<file path="config.mk">
export PLATFORM = sky130hd
export DESIGN_NAME = msr_resolver
export DESIGN_NICKNAME = d
export VERILOG_FILES = /design/src/common/msr_pkg.sv /design/src/common/msr_seed_if.sv /design/src/msr_seed_gen.sv /design/src/msr_resolver.sv
export SDC_FILE = /design/constraint.sdc
export NUM_CORES = 1
export LEC_CHECK = 0
export BUFFER_PORTS_ARGS = -buffer_cell sky130_fd_sc_hd__buf_4
export CORE_MARGIN = 10
export CORE_UTILIZATION = 47
export DETAILED_ROUTE_END_ITERATION = 8
export PLACE_DENSITY = 0.84
export SETUP_SLACK_MARGIN = 0.02
export SYNTH_ARGS = -nofsm -noshare
export SYNTH_HDL_FRONTEND = slang
export SYNTH_SLANG_ARGS = --single-unit
</file>
<file path="constraint.sdc">
create_clock -name ref_clk -period 2.2 [get_ports ref_clk]
set_clock_uncertainty 0.15 [all_clocks]
set_input_delay 0 -clock ref_clk [delete_from_list [all_inputs] [get_ports ref_clk]]
set_output_delay 0 -clock ref_clk [all_outputs]
set_load 0.02 [all_outputs]
</file>
<file path="src/common/msr_pkg.sv">
// Shared constants and types for the master/slave role resolution block
package msr_pkg;

  // Register byte offsets on the Avalon-MM slave
  localparam logic [7:0] MSR_OFS_CTRL    = 8'h00;
  localparam logic [7:0] MSR_OFS_STATUS  = 8'h04;
  localparam logic [7:0] MSR_OFS_SEED    = 8'h08;
  localparam logic [7:0] MSR_OFS_PARTNER = 8'h0c;
  localparam logic [7:0] MSR_OFS_IRQ_ST  = 8'h10;
  localparam logic [7:0] MSR_OFS_IRQ_CLR = 8'h14;
  localparam logic [7:0] MSR_OFS_IRQ_EN  = 8'h18;

  // Control register field positions (local page 1 bits)
  localparam int MSR_CTRL_MAN_EN  = 0;
  localparam int MSR_CTRL_MAN_VAL = 1;
  localparam int MSR_CTRL_MULTI   = 2;

  // Status and partner register field positions
  localparam int MSR_ST_FAULT    = 15;
  localparam int MSR_ST_MASTER   = 14;
  localparam int MSR_ST_RESOLVED = 8;
  localparam int MSR_PARTNER_P1  = 16;

  // Interrupt event bit positions
  localparam int MSR_EV_OK    = 0;
  localparam int MSR_EV_FAULT = 1;
  localparam int MSR_EV_TIE   = 2;

  // Reset values
  localparam logic [2:0]  MSR_CTRL_RST = 3'h0;
  localparam logic [2:0]  MSR_IRQ_RST  = 3'h0;
  localparam logic [10:0] MSR_LFSR_RST = 11'h001;
  localparam logic [10:0] MSR_SEED_RST = 11'h000;

  // Seed handling
  localparam int          MSR_SEED_W    = 11;
  localparam logic [3:0]  MSR_MAX_SEEDS = 4'h7;
  localparam logic [10:0] MSR_SEED_MAX  = 11'h7fe;

  // End classification from page 1 bits
  typedef enum logic [1:0] {
    MSR_MANUAL_MASTER,
    MSR_MANUAL_SLAVE,
    MSR_MULTIPORT,
    MSR_SINGLEPORT
  } msr_type_t;

  // Result of one resolution step
  typedef enum logic [1:0] {
    MSR_RES_MASTER,
    MSR_RES_SLAVE,
    MSR_RES_TIE,
    MSR_RES_FAULT
  } msr_res_t;

endpackage : msr_pkg

</file>
<file path="src/common/msr_seed_if.sv">
// Request and answer path between resolver and seed generator
`timescale 1ns/100ps
`default_nettype none
interface msr_seed_if;
  logic        req;    // Resolver asks for a fresh seed
  logic        valid;  // One-cycle pulse, seed is fresh
  logic [10:0] seed;   // Seed value, 0 up to 2046

  modport gen  (input req, output valid, output seed);
  modport user (output req, input valid, input seed);
endinterface : msr_seed_if
`default_nettype wire

</file>
<file path="src/msr_seed_gen.sv">
// Pseudo-random seed generator for role tie-breaking
`timescale 1ns/100ps
`default_nettype none
module msr_seed_gen import msr_pkg::*; (
  // Clock, reset, enable
  input wire logic ref_clk,
  input wire logic reset,
  input wire logic clkEn,
  // Seed path
  msr_seed_if.gen  seedIf
);

  logic [10:0] lfsr_reg;   // Free-running state, never zero
  logic [10:0] lfsr_next;  // Shifted state
  logic [10:0] seed_reg;   // Captured seed
  logic        valid_reg;  // Answer pulse

  // Shift stages, one per bit above bit 0
  genvar i;
  generate
    for (i = 1; i < MSR_SEED_W; i++) begin : g_shift
      assign lfsr_next[i] = lfsr_reg[i-1];
    end
  endgenerate
  // Feedback taps give a maximal 2047-state cycle
  assign lfsr_next[0] = lfsr_reg[8] ^ lfsr_reg[10];

  // Free run: request timing adds entropy between two ends
  always_ff @(posedge ref_clk) begin
    if (reset) begin
      lfsr_reg <= MSR_LFSR_RST;
    end else if (clkEn) begin
      lfsr_reg <= lfsr_next;
    end
  end

  // Capture on request; state minus one spans 0..2046 evenly
  always_ff @(posedge ref_clk) begin
    if (reset) begin
      seed_reg  <= MSR_SEED_RST;
      valid_reg <= 1'b0;
    end else if (clkEn) begin
      valid_reg <= seedIf.req && !valid_reg;
      if (seedIf.req && !valid_reg) begin
        seed_reg <= lfsr_reg - 11'h001;
      end
    end
  end

  assign seedIf.seed  = seed_reg;
  assign seedIf.valid = valid_reg;
endmodule : msr_seed_gen
`default_nettype wire

</file>
<file path="src/msr_resolver.sv">
// Master/slave role resolution with Avalon-MM register access
// Behaviour
// - Evaluate once on entering link-good check
// - Classify ends from page-1 bits U0..U2
// - Multiport beats single-port when neither manual
// - Manual master/slave wins against non-conflicting partner
// - Same type: higher 11-bit seed is master
// - Equal seeds force link fail, retry
// - Seeds uniform over 0 to 2046
// - Seed counter cleared at start, counts seeds
// - Completion with gigabit HCD clears seed counter; success also clears fault bit
// - Fault after seven seeds without resolution
// - Both manual same role sets fault bit
// - Fault completes resolution, forces link fail
// - Success sets role bit, reports role
// - Arbitrate only when gigabit copper is HCD
// - Tie with manual off: new seed, relink
// - Manual value ignored when manual disabled
// - Seed carried in page 2, U10 MSB
//
// Design decisions made here: the Avalon-MM interface to the registers and the address map.
`timescale 1ns/100ps
`default_nettype none
module msr_resolver import msr_pkg::*; (
  // Clock, reset, enable
  input  wire logic        ref_clk,
  input  wire logic        reset,
  input  wire logic        clkEn,
  // Avalon-MM slave
  input  wire logic [7:0]  avsAddress,
  input  wire logic        avsRead,
  input  wire logic        avsWrite,
  input  wire logic [31:0] avsWriteData,
  input  wire logic [3:0]  avsByteEnable,
  output logic      [31:0] avsReadData,
  output logic             avsWaitRequest,
  // Auto-negotiation side
  input  wire logic        agEnter,
  input  wire logic        hcdIsGigT,
  input  wire logic [2:0]  remotePage1,
  input  wire logic [10:0] remoteSeed,
  output logic      [2:0]  localPage1,
  output logic      [10:0] localSeed,
  output logic             linkFail,
  output logic             resolveDone,
  // PMA configuration side
  output logic             roleMaster,
  output logic             roleInd,
  output logic             cfgFault,
  // Interrupt
  output logic             irq
);

  // Resolution sequencer states
  typedef enum logic [1:0] {ST_RESEED, ST_IDLE, ST_RESOLVE} msr_state_t;

  msr_state_t  state_reg;       // Sequencer state
  logic [2:0]  ctrl_reg;        // Local page 1 bits
  logic [2:0]  remP1_reg;       // Latched partner page 1
  logic [10:0] remSeed_reg;     // Latched partner seed
  logic        hcd_reg;         // Latched HCD flag
  logic [10:0] seed_reg;        // Current local seed
  logic [3:0]  seedCnt_reg;     // Seeds since last arbitrated completion
  logic        master_reg;      // Resolved role
  logic        fault_reg;       // Configuration fault
  logic        resolved_reg;    // A role has been resolved
  logic        linkFail_reg;    // Link fail pulse
  logic        done_reg;        // Completion pulse
  logic        ind_reg;         // Role indication pulse
  logic [2:0]  irqSt_reg;       // Sticky events
  logic [2:0]  irqEn_reg;       // Event enables
  logic        irq_reg;         // Interrupt line
  logic [31:0] rdata_reg;       // Read data
  logic        wait_reg;        // Wait request
  logic [2:0]  events;          // Events this cycle
  msr_type_t   localType;       // Local classification
  msr_type_t   remoteType;      // Partner classification
  msr_res_t    outcome;         // Resolution outcome
  logic        busAcc;          // Bus access completes
  logic        seedLimit;       // Seventh seed already used

  msr_seed_if seedIf ();        // Link to the seed generator

  // Seed generator
  msr_seed_gen u_seed (
    .ref_clk (ref_clk),
    .reset   (reset),
    .clkEn   (clkEn),
    .seedIf  (seedIf.gen)
  );

  // Classify an end; value bit only counts when manual is on
  function automatic msr_type_t classify(input logic [2:0] p1);
    if (p1[MSR_CTRL_MAN_EN]) begin
      classify = p1[MSR_CTRL_MAN_VAL] ? MSR_MANUAL_MASTER : MSR_MANUAL_SLAVE;
    end else begin
      classify = p1[MSR_CTRL_MULTI] ? MSR_MULTIPORT : MSR_SINGLEPORT;
    end
  endfunction : classify

  assign localType  = classify(ctrl_reg);
  assign remoteType = classify(remP1_reg);
  assign seedLimit  = seedCnt_reg >= MSR_MAX_SEEDS;

  // Resolution table; manual ends take precedence over port type
  always_comb begin
    if (localType == remoteType
        && (localType == MSR_MANUAL_MASTER || localType == MSR_MANUAL_SLAVE)) begin
      outcome = MSR_RES_FAULT;
    end else if (localType == MSR_MANUAL_MASTER) begin
      outcome = MSR_RES_MASTER;
    end else if (localType == MSR_MANUAL_SLAVE) begin
      outcome = MSR_RES_SLAVE;
    end else if (remoteType == MSR_MANUAL_MASTER) begin
      outcome = MSR_RES_SLAVE;
    end else if (remoteType == MSR_MANUAL_SLAVE) begin
      outcome = MSR_RES_MASTER;
    end else if (localType != remoteType) begin
      outcome = (localType == MSR_MULTIPORT) ? MSR_RES_MASTER : MSR_RES_SLAVE;
    end else if (seed_reg > remSeed_reg) begin
      outcome = MSR_RES_MASTER;
    end else if (seed_reg < remSeed_reg) begin
      outcome = MSR_RES_SLAVE;
    end else begin
      outcome = MSR_RES_TIE;
    end
  end

  // Sequencer: first seed at start-up, then wait, then one evaluation
  always_ff @(posedge ref_clk) begin
    if (reset) begin
      state_reg <= ST_RESEED;
    end else if (clkEn) begin
      case (state_reg)
        ST_RESEED: begin
          if (seedIf.valid) begin
            state_reg <= ST_IDLE;
          end
        end
        ST_IDLE: begin
          // Entry to link-good check triggers a single evaluation
          if (agEnter) begin
            state_reg <= ST_RESOLVE;
          end
        end
        ST_RESOLVE: begin
          // Tie, or seed-limit fault, needs a fresh seed for the retry
          if (hcd_reg && (outcome == MSR_RES_TIE
                          || (outcome == MSR_RES_FAULT && seedLimit))) begin
            state_reg <= ST_RESEED;
          end else if (hcd_reg && outcome == MSR_RES_TIE) begin
            state_reg <= ST_RESEED;
          end else begin
            state_reg <= ST_IDLE;
          end
        end
        default: begin
          state_reg <= ST_IDLE;
        end
      endcase
    end
  end

  // Partner data captured at the evaluation instant
  always_ff @(posedge ref_clk) begin
    if (reset) begin
      remP1_reg   <= MSR_CTRL_RST;
      remSeed_reg <= MSR_SEED_RST;
      hcd_reg     <= 1'b0;
    end else if (clkEn && state_reg == ST_IDLE && agEnter) begin
      remP1_reg   <= remotePage1;
      remSeed_reg <= remoteSeed;
      hcd_reg     <= hcdIsGigT;
    end
  end

  assign seedIf.req = (state_reg == ST_RESEED);

  // Seed store and attempt counter
  always_ff @(posedge ref_clk) begin
    if (reset) begin
      seed_reg    <= MSR_SEED_RST;
      seedCnt_reg <= 4'h0;
    end else if (clkEn) begin
      if (state_reg == ST_RESEED && seedIf.valid) begin
        seed_reg    <= seedIf.seed;
        seedCnt_reg <= seedCnt_reg + 4'h1;
      end else if (state_reg == ST_RESOLVE && hcd_reg
                   && (outcome != MSR_RES_TIE || seedLimit)) begin
        seedCnt_reg <= 4'h0;
      end
    end
  end

  // Role and fault status; role held until the next resolution
  always_ff @(posedge ref_clk) begin
    if (reset) begin
      master_reg   <= 1'b0;
      fault_reg    <= 1'b0;
      resolved_reg <= 1'b0;
    end else if (clkEn && state_reg == ST_RESOLVE && hcd_reg) begin
      if (outcome == MSR_RES_MASTER || outcome == MSR_RES_SLAVE) begin
        master_reg   <= (outcome == MSR_RES_MASTER);
        fault_reg    <= 1'b0;
        resolved_reg <= 1'b1;
      end else if (outcome == MSR_RES_FAULT || seedLimit) begin
        fault_reg    <= 1'b1;
      end
    end
  end

  // One-cycle pulses toward auto-negotiation and PMA
  always_ff @(posedge ref_clk) begin
    if (reset) begin
      linkFail_reg <= 1'b0;
      done_reg     <= 1'b0;
      ind_reg      <= 1'b0;
    end else if (clkEn) begin
      linkFail_reg <= 1'b0;
      done_reg     <= 1'b0;
      ind_reg      <= 1'b0;
      if (state_reg == ST_RESOLVE) begin
        if (!hcd_reg) begin
          done_reg <= 1'b1;
        end else if (outcome == MSR_RES_MASTER || outcome == MSR_RES_SLAVE) begin
          done_reg <= 1'b1;
          ind_reg  <= 1'b1;
        end else if (outcome == MSR_RES_FAULT || seedLimit) begin
          done_reg     <= 1'b1;
          linkFail_reg <= 1'b1;
        end else begin
          linkFail_reg <= 1'b1;
        end
      end
    end
  end

  // Events raised by the resolution step
  always_comb begin
    events = 3'h0;
    if (clkEn && state_reg == ST_RESOLVE && hcd_reg) begin
      events[MSR_EV_OK]    = (outcome == MSR_RES_MASTER || outcome == MSR_RES_SLAVE);
      events[MSR_EV_FAULT] = (outcome == MSR_RES_FAULT)
                             || (outcome == MSR_RES_TIE && seedLimit);
      events[MSR_EV_TIE]   = (outcome == MSR_RES_TIE) && !seedLimit;
    end
  end

  // Bus handshake: one wait cycle, then the access completes
  assign busAcc = (avsRead || avsWrite) && !wait_reg;

  // Wait request is high unless the access is in its final cycle
  always_ff @(posedge ref_clk) begin
    if (reset) begin
      wait_reg <= 1'b1;
    end else if (clkEn) begin
      wait_reg <= !((avsRead || avsWrite) && wait_reg);
    end
  end

  // Control register, low byte lane only
  always_ff @(posedge ref_clk) begin
    if (reset) begin
      ctrl_reg <= MSR_CTRL_RST;
    end else if (clkEn && busAcc && avsWrite && avsByteEnable[0]
                 && avsAddress == MSR_OFS_CTRL) begin
      ctrl_reg <= avsWriteData[2:0];
    end
  end

  // Sticky status: a new event beats a clear in the same cycle
  always_ff @(posedge ref_clk) begin
    if (reset) begin
      irqSt_reg <= MSR_IRQ_RST;
      irqEn_reg <= MSR_IRQ_RST;
      irq_reg   <= 1'b0;
    end else if (clkEn) begin
      if (busAcc && avsWrite && avsByteEnable[0] && avsAddress == MSR_OFS_IRQ_CLR) begin
        irqSt_reg <= (irqSt_reg & ~avsWriteData[2:0]) | events;
      end else begin
        irqSt_reg <= irqSt_reg | events;
      end
      if (busAcc && avsWrite && avsByteEnable[0] && avsAddress == MSR_OFS_IRQ_EN) begin
        irqEn_reg <= avsWriteData[2:0];
      end
      irq_reg <= |(irqSt_reg & irqEn_reg);
    end
  end

  // Read data loaded in the wait cycle; unmapped reads give zero
  always_ff @(posedge ref_clk) begin
    if (reset) begin
      rdata_reg <= 32'h0000_0000;
    end else if (clkEn && avsRead && wait_reg) begin
      rdata_reg <= 32'h0000_0000;
      if (avsAddress == MSR_OFS_CTRL) begin
        rdata_reg[2:0] <= ctrl_reg;
      end else if (avsAddress == MSR_OFS_STATUS) begin
        rdata_reg[MSR_ST_FAULT]    <= fault_reg;
        rdata_reg[MSR_ST_MASTER]   <= master_reg;
        rdata_reg[MSR_ST_RESOLVED] <= resolved_reg;
        rdata_reg[3:0]             <= seedCnt_reg;
      end else if (avsAddress == MSR_OFS_SEED) begin
        rdata_reg[10:0] <= seed_reg;
      end else if (avsAddress == MSR_OFS_PARTNER) begin
        rdata_reg[10:0]                  <= remSeed_reg;
        rdata_reg[MSR_PARTNER_P1 +: 3]   <= remP1_reg;
      end else if (avsAddress == MSR_OFS_IRQ_ST) begin
        rdata_reg[2:0] <= irqSt_reg;
      end else if (avsAddress == MSR_OFS_IRQ_EN) begin
        rdata_reg[2:0] <= irqEn_reg;
      end
    end
  end

  // Outputs straight from flip-flops
  assign avsReadData    = rdata_reg;
  assign avsWaitRequest = wait_reg;
  assign localPage1     = ctrl_reg;
  assign localSeed      = seed_reg;
  assign linkFail       = linkFail_reg;
  assign resolveDone    = done_reg;
  assign roleMaster     = master_reg;
  assign roleInd        = ind_reg;
  assign cfgFault       = fault_reg;
  assign irq            = irq_reg;
endmodule : msr_resolver
`default_nettype wire

</file>
==> impl_metrics.ini <==
[outcome]
outcome = complete, but fails checks
failed_checks = setup timing

[timing]
fmax_ghz = 0.4289
final-max-slew-violation-count = 0
rsz0062_at_grt = true
hold_viol_final = 0
fin_crit_ps = 2332
finalCritPeriodShare_pct = 106.0
relSlewSlack_pct = 53.67
worst_pin_slew_ps = 693.0
holdWs_ps = 42.78
layout_setup_ws_ps = -131.8
setup_viol = 7

[global_routing]
grt_pass1_vias = 4180
grt_overflow = 0
grt_util_all_layers_pct = 18.87
grt_pass1_wl_um = 20340
grt_max_degree = 48
antenna_found_initial = 0

[power]
peakVddDrop_mv = 0.5273
p_leak_nw = 2.359
power-per-cell-area_nw_per_um2 = 592.1

[cells_and_area]
nNetsFinal = 703
largest_reg_flops = 16
area_growth_pct = 35.66
drive_gt1_share_pct = 28.25
fin_cells = 738
final_core_utilization_pct = 65.28
diodes = 0

[logic_synthesis]
syn_area_per_cell_sq_um = 8.310
yosys_most_used_dff = dfxtp_1
synth_top_area_share_pct = 41.98
synth_most_common_cell = dfxtp_1
async_flop_share_pct = 0
synth_area_leaders = dfxtp_1, nand2_1, a21oi_1
yosysSeqAreaShare_pct = 41.98
synth_commonest_cells = dfxtp_1, nand2_1, nor2_1
synth_edf_count = 0
yosysTopAreaCell = dfxtp_1
ys_ff_latch = 88
ys_warn_count = 0
syn-instance-count = 505
synthesis.area_sq_um = 4197
synthDistinctLibCells = 59

[setup_path]
cp_cell_sequence = inv_1 -> ha_4 -> nand4_1 -> a211o_1 -> o211ai_1 -> nor4b_1 -> o21ai_1 -> o41ai_2
crit_fanout = 4
worstSetupEndpoint = irqSt_reg[1]
max_stage_delay_ps = 460
worstReg2RegEnd = irqSt_reg[1]
r2r_start = remSeed_reg[8]
slowest_stage = nor4b_1
critical_path_class = reg2reg
cp_top_family = compound AO/OA/AOI/OAI gates
startpoint = remSeed_reg[8]
cp.depth = 8
cp_num_buf_inv = 1
r2r_cells = 8
worstSetupEndpointType = register
r2r_slack_ps = -130
required_ps = 2320
worst_ep_arrival_time_ps = 2450
startpoint_type = register

[clock_network]
cts_root_buffer = clkbuf_8
clockBufferDepth = 2
htree_levels = 3
clk_latency_ps = 370
clock-sinks = 88
cts_tree = yes
cts_buffers = 9
clkTransAtPathRegs_ps = 90

[die]
start_util_pct = 48.12
io_pins = 118
die_h_um = 114.5
dieArea_sq_um = 13110
core-area_sq_um = 8721
num_rows = 34
die_w_um = 114.5

[drt]
wl_per_cell_um = 17.92
dr.pass1.iters = 6
drc = 0
vias_per_cell = 5.676
drt_wl_total_um = 13220
vias = 4189
drt_iter0_drc = 306
ant_nets = 0

[placement]
dp_cells = 683
io_buffers = 69
dp_hpwl_um = 9032
globalplace.congestion = 0.9608

[hold_path]
hp-class = in2reg

[flow_run]
drv_cap = 0
[worst reg2reg max path: cells and delay by family, from the launching register on]
family	cells	cell delay [ps]
AOI/OAI and AO/OA	4	790
adders and majority gates	1	270
and+or+nand+nor	2	630
DFF	1	350
buffers and inverters	1	70
[cell usage in the layout, fill, tap and decap left out, types with 7 or more instances in the layout]
cell	synthesis	routed
conb_1	1	16
a21oi_1	44	40
inv_1	19	15
dfxtp_2	0	15
nor2_1	57	56
clkbuf_8	0	10
xor2_1	7	7
ha_4	0	9
nand2_1	80	79
a211oi_1	12	12
mux2_2	8	8
dlygate4sd3_1	0	31
nor3_1	9	7
mux2i_1	18	18
buf_4	16	107
dfxtp_1	88	72
a22oi_1	9	8
o211ai_1	7	7
[cell type report]
class | count | area, sq um
clock inverter | 6 | 67.56
multi-input combinational | 368 | 2372
tap | 108 | 135.1
clock buffer | 10 | 137.6
fill | 677 | 3028
sequential | 88 | 1784
timing repair buffer | 139 | 1125
inverter | 19 | 71.32
[logic make-up after synthesis]
group           synth area share [%]
compound gates                 16.94
xor+xnor                       2.713
fa+ha+maj                      3.876
buf+inv                        7.185
flops                          41.98
mux                            6.440
other cells                  0.08936
simple gates                   20.78
[metal layers]
| layer | track usage, % | vias up | part of all wire (%) |
|---|---|---|---|
| met3 | 4.822 | 37 | 8.6 |
| li1 | - | 1960 | - |
| met2 | 33.75 | 199 | 51 |
| met5 | 0 | - | 0 |
| met4 | 8.020 | 0 | 3.1 |
| met1 | 20.50 | 1993 | 38 |
[how the worst min path moves through the flow]
stage,startpoint,endpoint,slack (ps),depth (start not counted)
5_1_grt,avsAddress[2],avsReadData[16],80,3
3_3_place_gp,hcdIsGigT,hcd_reg,100,3
3_5_place_dp,remoteSeed[2],remSeed_reg[2],110,3
4_1_cts,avsAddress[2],avsReadData[17],20,3
6_report,avsAddress[2],avsReadData[18],40,3
2_1_floorplan,remoteSeed[1],remSeed_reg[1],-10,2
[where the power goes]
part	switching, mW	total, mW	internal [mW]	leakage [nW]
Combinational	0.301	0.536	0.235	1.54
Clock	0.604	1.16	0.560	0.0989
Sequential	0.0372	1.67	1.63	0.722
Total	0.942	3.37	2.43	2.36
[metrics by stage]
stage | area [sq um] | power [mW] | worst slack [ps] | setup TNS (ps)
finish | 5693 | 3.371 | -131.8 | -310.2
global route | 5693 | 3.481 | -175.0 | -1124
CTS | 5550 | 3.325 | 22.70 | 0
detailed placement | 4991 | 2.143 | -45.31 | -45.31
global placement | 4991 | 2.128 | -3.753 | -3.753
floorplan | 4330 | 1.999 | 20.24 | 0
[timing repair]
| action | CTS | global route |
|---|---|---|
| pin swaps | 3 | 8 |
| gates resized for setup | 10 | 23 |
| hold buffers | 31 | 0 |
| endpoints found under the setup margin | 5 | 13 |
| endpoints found under the hold margin | 56 | 0 |
| buffers inserted | 2 | 6 |
Power figures use the tool's default switching activity.
